`config.mk`:
```
export PLATFORM = sky130hd
export DESIGN_NAME = cid_mode_decoder
export DESIGN_NICKNAME = d
export VERILOG_FILES = /design/src/inc/cid_pkg.sv /design/src/hw/cid_mode_decoder.sv
export VERILOG_INCLUDE_DIRS = /design/src /design/src/inc
export SDC_FILE = /design/constraint.sdc
export NUM_CORES = 1
export LEC_CHECK = 0
export BUFFER_PORTS_ARGS = -buffer_cell sky130_fd_sc_hd__buf_2
export CAP_MARGIN = 5
export CORE_ASPECT_RATIO = 1.2
export CORE_MARGIN = 2
export CORE_UTILIZATION = 30
export DETAILED_ROUTE_END_ITERATION = 10
export PLACE_DENSITY = 0.48
export SYNTH_ARGS = -nofsm -noshare
export SYNTH_HDL_FRONTEND = slang
export SYNTH_SLANG_ARGS = --single-unit
```
`constraint.sdc`:
```
create_clock -name clock_i -period 5.1 [get_ports clock_i]
set_input_delay 1.53 -clock clock_i [delete_from_list [all_inputs] [get_ports clock_i]]
set_output_delay 1.53 -clock clock_i [all_outputs]
set_load 0.1 [all_outputs]
```
`src/inc/cid_params.svh`:
```
// Constants for the caller-identity function-select decoder
`ifndef CID_PARAMS_SVH
`define CID_PARAMS_SVH
`define CID_CLK_HZ 25000000
`define CID_BAUD 1200
`define CID_HALF_BIT_CYC ((`CID_CLK_HZ) / (2 * `CID_BAUD))
`define CID_HALF_BIT_W 14
`define CID_RESET_MODE 1'b1
`endif

```
`src/inc/cid_pkg.sv`:
```
// Types for the caller-identity function-select decoder
package cid_pkg;
	typedef enum logic [2:0] {
		CID_FSK,
		CID_TONE_HYBRID,
		CID_TONE_LINE,
		CID_POWER_DOWN,
		CID_FACTORY_TEST
	} cid_func_e;

	typedef struct packed {
		logic fsk_enable;
		logic tone_enable;
		logic sel_hybrid;
		logic iface_mode1;
		logic powered;
	} cid_ctrl_s;
endpackage

```
`src/hw/cid_mode_decoder.sv`:
```
// Function-select decoder and shared ready/steering output of the caller-identity receiver
`timescale 1ns/1ps
`default_nettype none
`include "cid_params.svh"
module cid_mode_decoder
(
	// Clock and reset
	input wire logic clock_i,
	input wire logic rst_n_i,
	// Control pins from the host
	input wire logic interface_select_pin_i,
	input wire logic function_select_upper_i,
	input wire logic function_select_lower_i,
	// Events from the demodulator and tone detector
	input wire logic word_end_i,
	input wire logic tone_qualified_i,
	// Decoded controls and shared output
	output var cid_pkg::cid_ctrl_s ctrl_o,
	output var cid_pkg::cid_func_e func_o,
	output logic shared_ready_steer_n_o
);
	cid_pkg::cid_func_e next_func;
	cid_pkg::cid_ctrl_s next_ctrl;
	cid_pkg::cid_func_e func;
	cid_pkg::cid_ctrl_s ctrl;
	logic [`CID_HALF_BIT_W-1:0] half_bit_cnt;
	logic word_ready_n;
	logic delayed_steering_n;

	// Pin decode; pins are static straps so a registered copy costs one cycle only
	always_comb
	begin
		next_func = cid_pkg::CID_FACTORY_TEST;
		if (function_select_upper_i && function_select_lower_i)
			next_func = cid_pkg::CID_FSK;
		else if (function_select_upper_i)
			next_func = cid_pkg::CID_TONE_HYBRID;
		else if (function_select_lower_i)
			next_func = cid_pkg::CID_TONE_LINE;
		else if (interface_select_pin_i)
			next_func = cid_pkg::CID_POWER_DOWN;
	end

	// Section enables follow the function; factory test enables nothing
	always_comb
	begin
		next_ctrl = '0;
		next_ctrl.iface_mode1 = interface_select_pin_i;
		case (next_func)
			cid_pkg::CID_FSK:
			begin
				next_ctrl.fsk_enable = 1'b1;
				next_ctrl.powered = 1'b1;
			end
			cid_pkg::CID_TONE_HYBRID:
			begin
				next_ctrl.tone_enable = 1'b1;
				next_ctrl.sel_hybrid = 1'b1;
				next_ctrl.powered = 1'b1;
			end
			cid_pkg::CID_TONE_LINE:
			begin
				next_ctrl.tone_enable = 1'b1;
				next_ctrl.powered = 1'b1;
			end
			default:
			begin
				next_ctrl.powered = 1'b0;
			end
		endcase
	end

	// Registered function and controls
	always_ff @(posedge clock_i or negedge rst_n_i)
	begin
		if (!rst_n_i)
		begin
			func <= cid_pkg::CID_POWER_DOWN;
			ctrl <= '0;
		end
		else
		begin
			func <= next_func;
			ctrl <= next_ctrl;
		end
	end

	// Word-ready half-bit pulse; a word end during a pulse restarts it
	always_ff @(posedge clock_i or negedge rst_n_i)
	begin
		if (!rst_n_i)
			half_bit_cnt <= '0;
		else if (!ctrl.fsk_enable)
			half_bit_cnt <= '0;
		else if (word_end_i)
			half_bit_cnt <= `CID_HALF_BIT_W'(`CID_HALF_BIT_CYC);
		else if (half_bit_cnt != '0)
			half_bit_cnt <= half_bit_cnt - 1'b1;
	end

	assign word_ready_n = (half_bit_cnt == '0);
	assign delayed_steering_n = ~(ctrl.tone_enable & tone_qualified_i);

	// Shared output from a flip-flop; rests high outside FSK and tone modes
	always_ff @(posedge clock_i or negedge rst_n_i)
	begin
		if (!rst_n_i)
			shared_ready_steer_n_o <= 1'b1;
		else if (ctrl.fsk_enable)
			shared_ready_steer_n_o <= word_ready_n;
		else if (ctrl.tone_enable)
			shared_ready_steer_n_o <= delayed_steering_n;
		else
			shared_ready_steer_n_o <= 1'b1;
	end

	assign ctrl_o = ctrl;
	assign func_o = func;

	fsk_decode_a: assert property (@(posedge clock_i) disable iff (!rst_n_i)
		(function_select_upper_i && function_select_lower_i) |=> (ctrl.fsk_enable && !ctrl.tone_enable))
		else $error("FSK pattern did not enable demodulator only");
	hybrid_decode_a: assert property (@(posedge clock_i) disable iff (!rst_n_i)
		(function_select_upper_i && !function_select_lower_i) |=> (ctrl.tone_enable && ctrl.sel_hybrid))
		else $error("Hybrid tone pattern not decoded");
	line_decode_a: assert property (@(posedge clock_i) disable iff (!rst_n_i)
		(!function_select_upper_i && function_select_lower_i) |=> (ctrl.tone_enable && !ctrl.sel_hybrid))
		else $error("Line tone pattern not decoded");
	power_down_a: assert property (@(posedge clock_i) disable iff (!rst_n_i)
		(interface_select_pin_i && !function_select_upper_i && !function_select_lower_i)
		|=> (!ctrl.powered && func == cid_pkg::CID_POWER_DOWN))
		else $error("Power-down pattern left device powered");
	iface_mode_a: assert property (@(posedge clock_i) disable iff (!rst_n_i)
		1'b1 |=> (ctrl.iface_mode1 == $past(interface_select_pin_i)))
		else $error("Interface mode does not follow select pin");
	ready_pulse_a: assert property (@(posedge clock_i) disable iff (!rst_n_i)
		(ctrl.fsk_enable && word_end_i && $stable(ctrl.fsk_enable)) ##1 ctrl.fsk_enable
		|-> ##1 !shared_ready_steer_n_o)
		else $error("Word-ready did not go low after word end");
	steer_low_a: assert property (@(posedge clock_i) disable iff (!rst_n_i)
		(ctrl.tone_enable && tone_qualified_i) |=> (ctrl.tone_enable |-> !shared_ready_steer_n_o))
		else $error("Steering output not low on qualified tone");
	exclusive_a: assert property (@(posedge clock_i) disable iff (!rst_n_i)
		!(ctrl.fsk_enable && ctrl.tone_enable))
		else $error("FSK and tone sections both powered");

	// Checker helper: length of the current low run of the shared output in FSK mode.
	// A word end clears it, so a restarted pulse is measured from the restart edge.
	// The run is bounded by one more than the half-bit count, so the counter cannot wrap.
	logic [`CID_HALF_BIT_W-1:0] low_run;

	// Low-run counter, cleared outside FSK; a steering low is counted only when it is left over from the last tone cycle
	always_ff @(posedge clock_i or negedge rst_n_i)
	begin
		if (!rst_n_i)
			low_run <= '0;
		else if (!ctrl.fsk_enable)
			low_run <= '0;
		else if (word_end_i)
			low_run <= '0;
		else if (!shared_ready_steer_n_o)
			low_run <= low_run + 1'b1;
		else
			low_run <= '0;
	end

	// A word end in FSK mode loads the full half-bit count
	cnt_load_a: assert property (@(posedge clock_i) disable iff (!rst_n_i)
		(ctrl.fsk_enable && word_end_i) |=> (half_bit_cnt == `CID_HALF_BIT_W'(`CID_HALF_BIT_CYC)))
		else $error("Half-bit counter not loaded on word end");

	// With no pulse running the word-ready output rests high
	fsk_rest_a: assert property (@(posedge clock_i) disable iff (!rst_n_i)
		(ctrl.fsk_enable && half_bit_cnt == '0) |=> (ctrl.fsk_enable |-> shared_ready_steer_n_o))
		else $error("Word-ready low with no pulse running");

	// The restart edge itself adds one cycle to the measured run, hence the extra one
	pulse_len_a: assert property (@(posedge clock_i) disable iff (!rst_n_i)
		low_run <= `CID_HALF_BIT_W'(`CID_HALF_BIT_CYC + 1))
		else $error("Word-ready pulse longer than half a bit");

	// Steering returns high once the qualified tone is gone
	steer_release_a: assert property (@(posedge clock_i) disable iff (!rst_n_i)
		(ctrl.tone_enable && !tone_qualified_i) |=> (ctrl.tone_enable |-> shared_ready_steer_n_o))
		else $error("Steering output low without qualified tone");

	// The hybrid amplifier is only ever chosen for tone detection
	hybrid_tone_a: assert property (@(posedge clock_i) disable iff (!rst_n_i)
		ctrl.sel_hybrid |-> ctrl.tone_enable)
		else $error("Hybrid input selected outside tone detection");

	// Power follows the sections: nothing enabled means the device is down
	powered_a: assert property (@(posedge clock_i) disable iff (!rst_n_i)
		ctrl.powered == (ctrl.fsk_enable || ctrl.tone_enable))
		else $error("Power flag disagrees with section enables");

	// The test pattern enables nothing, so a stray strap cannot wake a section
	factory_off_a: assert property (@(posedge clock_i) disable iff (!rst_n_i)
		(!interface_select_pin_i && !function_select_upper_i && !function_select_lower_i)
		|=> (!ctrl.powered && func == cid_pkg::CID_FACTORY_TEST))
		else $error("Factory-test pattern enabled a section");

	// Outside FSK and tone modes the shared output is held high
	idle_high_a: assert property (@(posedge clock_i) disable iff (!rst_n_i)
		(!ctrl.fsk_enable && !ctrl.tone_enable) |=> shared_ready_steer_n_o)
		else $error("Shared output low while both sections are off");
endmodule
`default_nettype wire

```
**After elaboration in Yosys (flattened, before gate mapping)**

Index checks and enable logic that the tools add are counted.
W data, S select, Z words.

- Eq/ne operators: 3
- $add $sub $neg: 1
- Reductions and logical operators: 6
- Multiplexer cells: 13
- Bitwise logic cells: 2

Operators with widths:

| cell | number |
|---|---|
| $mux W14 | 3 |
| $logic_not A14 Y1 | 1 |
| $reduce_bool A14 Y1 | 1 |
| $sub A14 B1 Y14 const B | 1 |
| $mux W3 | 4 |
| $mux W1 | 6 |
| $eq A3 B1 Y1 const B | 1 |
| $eq A3 B2 Y1 const B | 1 |
| $logic_not A3 Y1 | 1 |
| $ne A3 B2 Y1 const B | 1 |
| $reduce_or A3 Y1 | 1 |
| $reduce_or A2 Y1 | 1 |
| $and A1 B1 Y1 | 1 |
| $logic_and A1 B1 Y1 | 1 |
| $not A1 Y1 | 1 |

- Output and inout port bits: 9
- Input bits: 7
- Logic and storage cells: 33
- Bits in registers: 23

**Depth between registers and ports, before layout**

Gate-level depths: netlist (run 1).

- Depth after elaboration: 7
- Gate-level depth with buffers: 7
- Depth with buffers taken out: 6

**Worst setup path after synthesis (run 1)**

OpenSTA, ideal clock, no wires.

- Path type: register to output
- Start point: reg ctrl (netlist bit ctrl_o[4])
- End point: out ctrl_o[4] (netlist name)
- Path slack: 2.608 ns
- Cell stages (with the launch flop): 1
- Buffers on the path: 0
- Data arrival time: 0.962 ns
- Required time: 3.570 ns
- Path through: dfrtp_1

RTL lines:

| item | line | text |
|---|---|---|
| from (decl) | cid_mode_decoder.sv:25 | `cid_pkg::cid_ctrl_s ctrl;` |
| from (signal assigned) | cid_mode_decoder.sv:84 | `ctrl <= next_ctrl;` |
| to (decl) | cid_mode_decoder.sv:18 | `output var cid_pkg::cid_ctrl_s ctrl_o,` |

No word-level cell between the ends.

**Final worst setup path (run 1)**

- Start point: reg func[1], in the netlist func_o[1]
- End point: out func_o[1]

RTL lines:

| item | line | text |
|---|---|---|
| from (decl) | cid_mode_decoder.sv:24 | `cid_pkg::cid_func_e func;` |
| from (signal assigned) | cid_mode_decoder.sv:78 | `func <= cid_pkg::CID_POWER_DOWN;` |
| from (signal assigned) | cid_mode_decoder.sv:83 | `func <= next_func;` |
| to (decl) | cid_mode_decoder.sv:19 | `output var cid_pkg::cid_func_e func_o,` |

No word-level cell between the ends.

==> results.yml, run 1 <==
setup_path:
  startpoint_type: "flip-flop"
  crit_slowest_cell: "dfstp_2"
  slowest_delay_ns: 0.52
  critPathBufInv: 1
  rr_startpoint: "half_bit_cnt[0]$_DFFE_PN0P_"
  r2r-end: "half_bit_cnt[11]$_DFFE_PN0P_"
  reg2reg_depth: 6
  cpLargestDelayFamily: "flip-flops"
  path_class: "flip-flop to primary output"
  worstSetupEndpointType: "primary output"
  crit_arrival_ns: 1.20
  required_ns: 3.57
  crit_chain: "buf_2"
  rrSetupSlack_ns: 2.56
  worstPathMaxFanout: 1
synth:
  synthArstFlopShare_pct: 100
  ys_types: 35
  syn_avg_cell_area_um2: 10.4
  syn-cell-area_um2: 1110
  yosysWarnings: 0
  synth_edf_count: 0
  ys_ff_latch: 23
  syn_inst: 107
  synth_fp_nets: 115
  ys.flop_type: "dfrtp_1"
  synth-seq-area-share_pct: 52.0
timing:
  tightest_slew_ns: 0.634
  setup_violations: 0
  final_hold_viol_count: 0
  worst_slack_ns: 2.37
  fmax_mhz: 366
  fin_tns_setup_ns: 0
  post-route-period-util_pct: 53.6
  max_slew_margin_pct: 57.1
  slew_viol_final: 0
  fin_crit_ns: 2.73
  rsz0062_at_grt: "false"
  clock_skew_ns: 0.00635
clock_network:
  cts_resized: 0
  cts_sinks: 23
  clk_pin_slew_ns: 0.09
  clk_path_buf_depth: 2
  root_buffer: "clkbuf_8"
  numCtsBuffers: 3
  cts_hold_buf: 0
  cts_setup_buffers: 0
  clk_latency_ns: 0.26
  htree_num_levels: 1
  cts_tree: "built"
routing:
  drtAntennaViolNets: 0
  wirelength_met1_um: 975
  routedWlPerCell_um: 13.3
  drt_first_pass_iters: 4
  wl_met2_um: 1110
  top_layer: "met4"
  drt-total-wl_um: 2170
  first_iter_violations: 46
  drt-vias-per-instance: 5.18
  wl_met3_um: 66
  drc: 0
  num_vias: 845
power_and_ir_drop:
  leakage_nw: 0.574
  p_total_mw: 0.473
  ir_drop_mv: 0.147
  power_density_nw_per_um2: 371
floorplan:
  fp.dieH_um: 70.8
  pin_count: 16
  rows: 24
  core_um2: 3600
  die_x_um: 59.7
  initial_core_util_pct: 30.9
  die_area_um2: 4220
final_layout:
  utilization_pct: 35.3
  multiInputGateArea_um2: 507
  diodes: 0
  final_cell_mix: "dfrtp_1 (20), buf_2 (15), nor2_1 (14)"
  layout-drive-gt1-share_pct: 22.6
  nNetsFinal: 133
  fillers: 395
  final_common_cell: "dfrtp_1"
  regArea_um2: 579
  stdcell_count: 163
  area_growth_pct: 14.3
place:
  dp.cells: 159
  port_buffers: 15
  dp_hpwl_um: 1590
  dp_slack_ns: 2.61
  gp_congestion: 0.746
min_path:
  min_to: "shared_ready_steer_n_o$_DFF_PN1_"
  hold_path_startpoint: "ctrl_o[3]$_DFF_PN0_"
  min_path_cells: 2
  worstHoldPathType: "flip-flop to flip-flop"
global_route:
  antenna_found_initial: 0
  grt_max_degree: 24
  gr-total-overflow: 0
  track_usage_pct: 11.9
  grt_pass1_vias: 898
  grt_pass1_wl_um: 3970
status:
  status: "completed"
run:
  cap_violations: 0
## kinds of logic (layout without fill, tap and decap cells)
family | count (synthesis) | in the layout | synth area share [%]
simple gates | 52 | 52 | 27.6
xor+xnor | 5 | 5 | 3.93
flops | 23 | 23 | 52.0
compound gates | 18 | 18 | 11.9
fa+ha+maj | 1 | 1 | 1.12
buf+inv | 7 | 24 | 2.58
mux | 1 | 1 | 0.898
## synth_stat cells (all sizes together) (2+ instances only)
cell type  count  area (um2)
a21boi         2        15.0
buf            2        10.0
or2            2        12.5
o21ai          6        30.0
or3            4        25.0
a211oi         2        15.0
dfstp          3        78.8
a21oi          4        20.0
nor2          14        52.6
nand2          6        22.5
nor4           3        40.0
dfrtp         20         500
nor3           6        30.0
nor2b          2        12.5
inv            5        18.8
nand3          4        20.0
nand2b         2        12.5
a211o          2        17.5
xnor2          4        35.0
## metal layers
metal | GRT usage [%] | vias up
met2 | 19.8 | 15
met1 | 15.5 | 421
li1 | - | 407
met3 | 2.38 | 2
met4 | 2.96 | 0
met5 | 0 | -
## cell type report
| cell class | count | area share (%) |
|---|---|---|
| clock buffer | 4 | 3.54 |
| inverter | 5 | 1.47 |
| multi-input combinational | 77 | 39.8 |
| sequential | 23 | 45.5 |
| tap | 39 | 3.83 |
| timing repair buffer | 15 | 5.89 |
## how the worst max path moves through the flow
| stage | startpoint | end | slack [ns] | depth (start not counted) |
|---|---|---|---|---|
| floorplan | ctrl_o[4]$_DFF_PN0_ | ctrl_o[4] | 2.61 | 0 |
| global placement | word_end_i | half_bit_cnt[9]$_DFFE_PN0P_ | 2.61 | 4 |
| detailed placement | word_end_i | half_bit_cnt[9]$_DFFE_PN0P_ | 2.61 | 4 |
| CTS | func_o[1]$_DFF_PN1_ | func_o[1] | 2.36 | 1 |
| global route | half_bit_cnt[0]$_DFFE_PN0P_ | half_bit_cnt[11]$_DFFE_PN0P_ | 2.33 | 6 |
| finish | func_o[1]$_DFF_PN1_ | func_o[1] | 2.37 | 1 |
## where the power goes
| group | switching (mW) | internal (mW) |
|---|---|---|
| registers | 0.0145 | 0.197 |
| clock network | 0.0578 | 0.0557 |
| logic | 0.0979 | 0.0501 |
## flip-flops by register name, summed over array words and instances (netlist names)
register,count
ctrl_o,5
func_o,3
half_bit_cnt,14
shared_ready_steer_n_o,1
## per-stage QoR
stage	hold slack (ns)	area, um2
floorplan	0.537	1110
global placement	0.533	1230
detailed placement	0.548	1230
CTS	0.559	1270
global route	0.608	1270
finish	0.555	1270
Note: power is estimated with default switching activity, not from simulation.
==> run 2: changes to the inputs <==
Clock period 5.1 ns to 2.7 ns, I/O delays scaled along.
==> run 2 against run 1 <==
  * Cell area up 0.69%
  * Count of clock-buffer cells in the layout down 1
  * Global-route usage down 0.74 points
  * Critical path type is now flip-flop to flip-flop
  * Largest cell class unchanged
  * Highest routed layer unchanged
==> results.yml, run 2 (same netlist as run 1, synthesis figures left out) <==
final_layout:
  nNetsFinal: 134
  diodes: 0
  stdcell_count: 164
  regArea_um2: 579
  largest_reg_flops: 14
  fillers: 376
  area_growth_pct: 15.0
  final_common_cell: "dfrtp_1"
  multiInputGateArea_um2: 507
  final_cell_mix: "dfrtp_1 (20), buf_2 (15), nor2_1 (14)"
  top_register: "half_bit_cnt"
  layout-drive-gt1-share_pct: 24.0
  utilization_pct: 35.6
floorplan:
  initial_core_util_pct: 30.9
  die_x_um: 59.7
  die_area_um2: 4220
  core_um2: 3600
  fp.dieH_um: 70.8
  pin_count: 16
  rows: 24
min_path:
  worstHoldPathType: "primary input to asynchronous set/reset pin"
setup_path:
  crit_chain: "inv_1, ha_1, nor4b_1, nand4_1, o21ai_0, and3b_1"
  startpoint_type: "flip-flop"
  required_ns: 2.86
  reg2reg_depth: 6
  slowest_delay_ns: 0.54
  path_class: "flip-flop to flip-flop"
  critPathBufInv: 1
  worstPathMaxFanout: 5
  crit_cells: 6
  worstSetupEndpointType: "flip-flop"
  crit_slowest_cell: "nor4b_1"
  crit_arrival_ns: 2.21
  cpLargestDelayFamily: "simple AND/OR/NAND/NOR gates"
power_and_ir_drop:
  seq_power_share_pct: 44.5
  p_total_mw: 0.898
  leakage_nw: 0.581
  ir_drop_mv: 0.259
  power_density_nw_per_um2: 700
  power.internal_mw: 0.575
  switching_share_pct: 36.0
  net-switching-power_mw: 0.323
  clkPwrFrac_pct: 23.7
  power_frac_comb_pct: 31.8
global_route:
  track_usage_pct: 11.1
  grt_pass1_wl_um: 3580
  antenna_found_initial: 0
  grt_pass1_vias: 780
  grt_max_degree: 24
  gr-total-overflow: 0
clock_network:
  cts_resized: 0
  cts_hold_buf: 0
  cts_tree: "built"
  clk_pin_slew_ns: 0.08
  htree_num_levels: 1
  numCtsBuffers: 3
  clk_latency_ns: 0.26
  root_buffer: "clkbuf_8"
  cts_setup_buffers: 0
  clk_path_buf_depth: 2
  cts_sinks: 23
timing:
  clock_skew_ns: 0.00557
  fmax_mhz: 488
  tightest_slew_ns: 0.625
  fin_crit_ns: 2.05
  setup_violations: 0
  final_hold_viol_count: 0
  max_slew_margin_pct: 57.7
  post-route-period-util_pct: 75.9
  rsz0062_at_grt: "false"
  worst_slack_ns: 0.650
  fin_tns_setup_ns: 0
  slew_viol_final: 0
routing:
  routedWlPerCell_um: 13.5
  drt_first_pass_iters: 4
  drc: 0
  drt-total-wl_um: 2210
  drt-vias-per-instance: 5.15
  num_vias: 845
  first_iter_violations: 19
  drtAntennaViolNets: 0
place:
  dp.cells: 160
  dp_hpwl_um: 1680
  gp_congestion: 0.789
  port_buffers: 15
  dp_slack_ns: 0.686
status:
  status: "completed"
run:
  cap_violations: 0
-- run 2: cell types whose count changed in the layout (fill, tap and decap cells not counted) --
cell / delta
buf_4: +1
clkbuf_1: -1
clkinv_2: +1
-- run 2: per-layer routing --
metal | vias up | wire length [um] | part of all wire (%) | global-route usage, %
met4 | 0 | 10 | 0.45 | 3.70
met2 | 11 | 1130 | 51 | 17.3
li1 | 415 | - | - | -
met3 | 2 | 52 | 2.4 | 2.19
met5 | - | 0 | 0 | 0
met1 | 417 | 1020 | 46 | 15.4
-- run 2: layout make-up --
class                   count  share of cell area (%)
flip-flops and latches     23                    45.2
multi-input cells          77                    39.5
repair buffers             16                    6.44
well taps                  39                    3.80
clock buffers               3                    3.22
inverters                   5                    1.46
clock inverters             1                   0.390
-- run 2: metrics by stage --
| stage | area (um2) | hold slack, ns |
|---|---|---|
| final | 1280 | 0.504 |
| after global routing | 1280 | 0.540 |
| after CTS | 1280 | 0.525 |
| after detailed placement | 1240 | 0.552 |
| after global placement | 1240 | 0.534 |
| after floorplan | 1110 | 0.514 |
-- run 2: path summary, 6_finish.rpt --
kind / slack [ns] / endpoint / startpoint
min: 0.50 / half_bit_cnt[10]$_DFFE_PN0P_ / rst_n_i
max reg2reg: 0.65 / half_bit_cnt[11]$_DFFE_PN0P_ / half_bit_cnt[0]$_DFFE_PN0P_
max: 0.65 / half_bit_cnt[11]$_DFFE_PN0P_ / half_bit_cnt[0]$_DFFE_PN0P_
min in group clock_i: 0.55 / shared_ready_steer_n_o$_DFF_PN1_ / ctrl_o[3]$_DFF_PN0_
min reg2reg: 0.55 / shared_ready_steer_n_o$_DFF_PN1_ / ctrl_o[3]$_DFF_PN0_
max in group asynchronous: 1.83 / func_o[1]$_DFF_PN1_ / rst_n_i
-- run 2: power by group through the flow --
stage               clock, mW  combinational, mW  sequential (mW)
finish                  0.213              0.286            0.399
global route            0.235              0.313            0.404
CTS                     0.225              0.289            0.400
detailed placement          0              0.289            0.406
global placement            0              0.286            0.405
floorplan                   0              0.162            0.470
-- run 2: worst register-to-register path, cell delays in order (launching register included) --
cell,delay (ns)
dfrtp_1,0.41
inv_1,0.07
ha_1,0.21
nor4b_1,0.54
nand4_1,0.21
o21ai_0,0.30
and3b_1,0.21
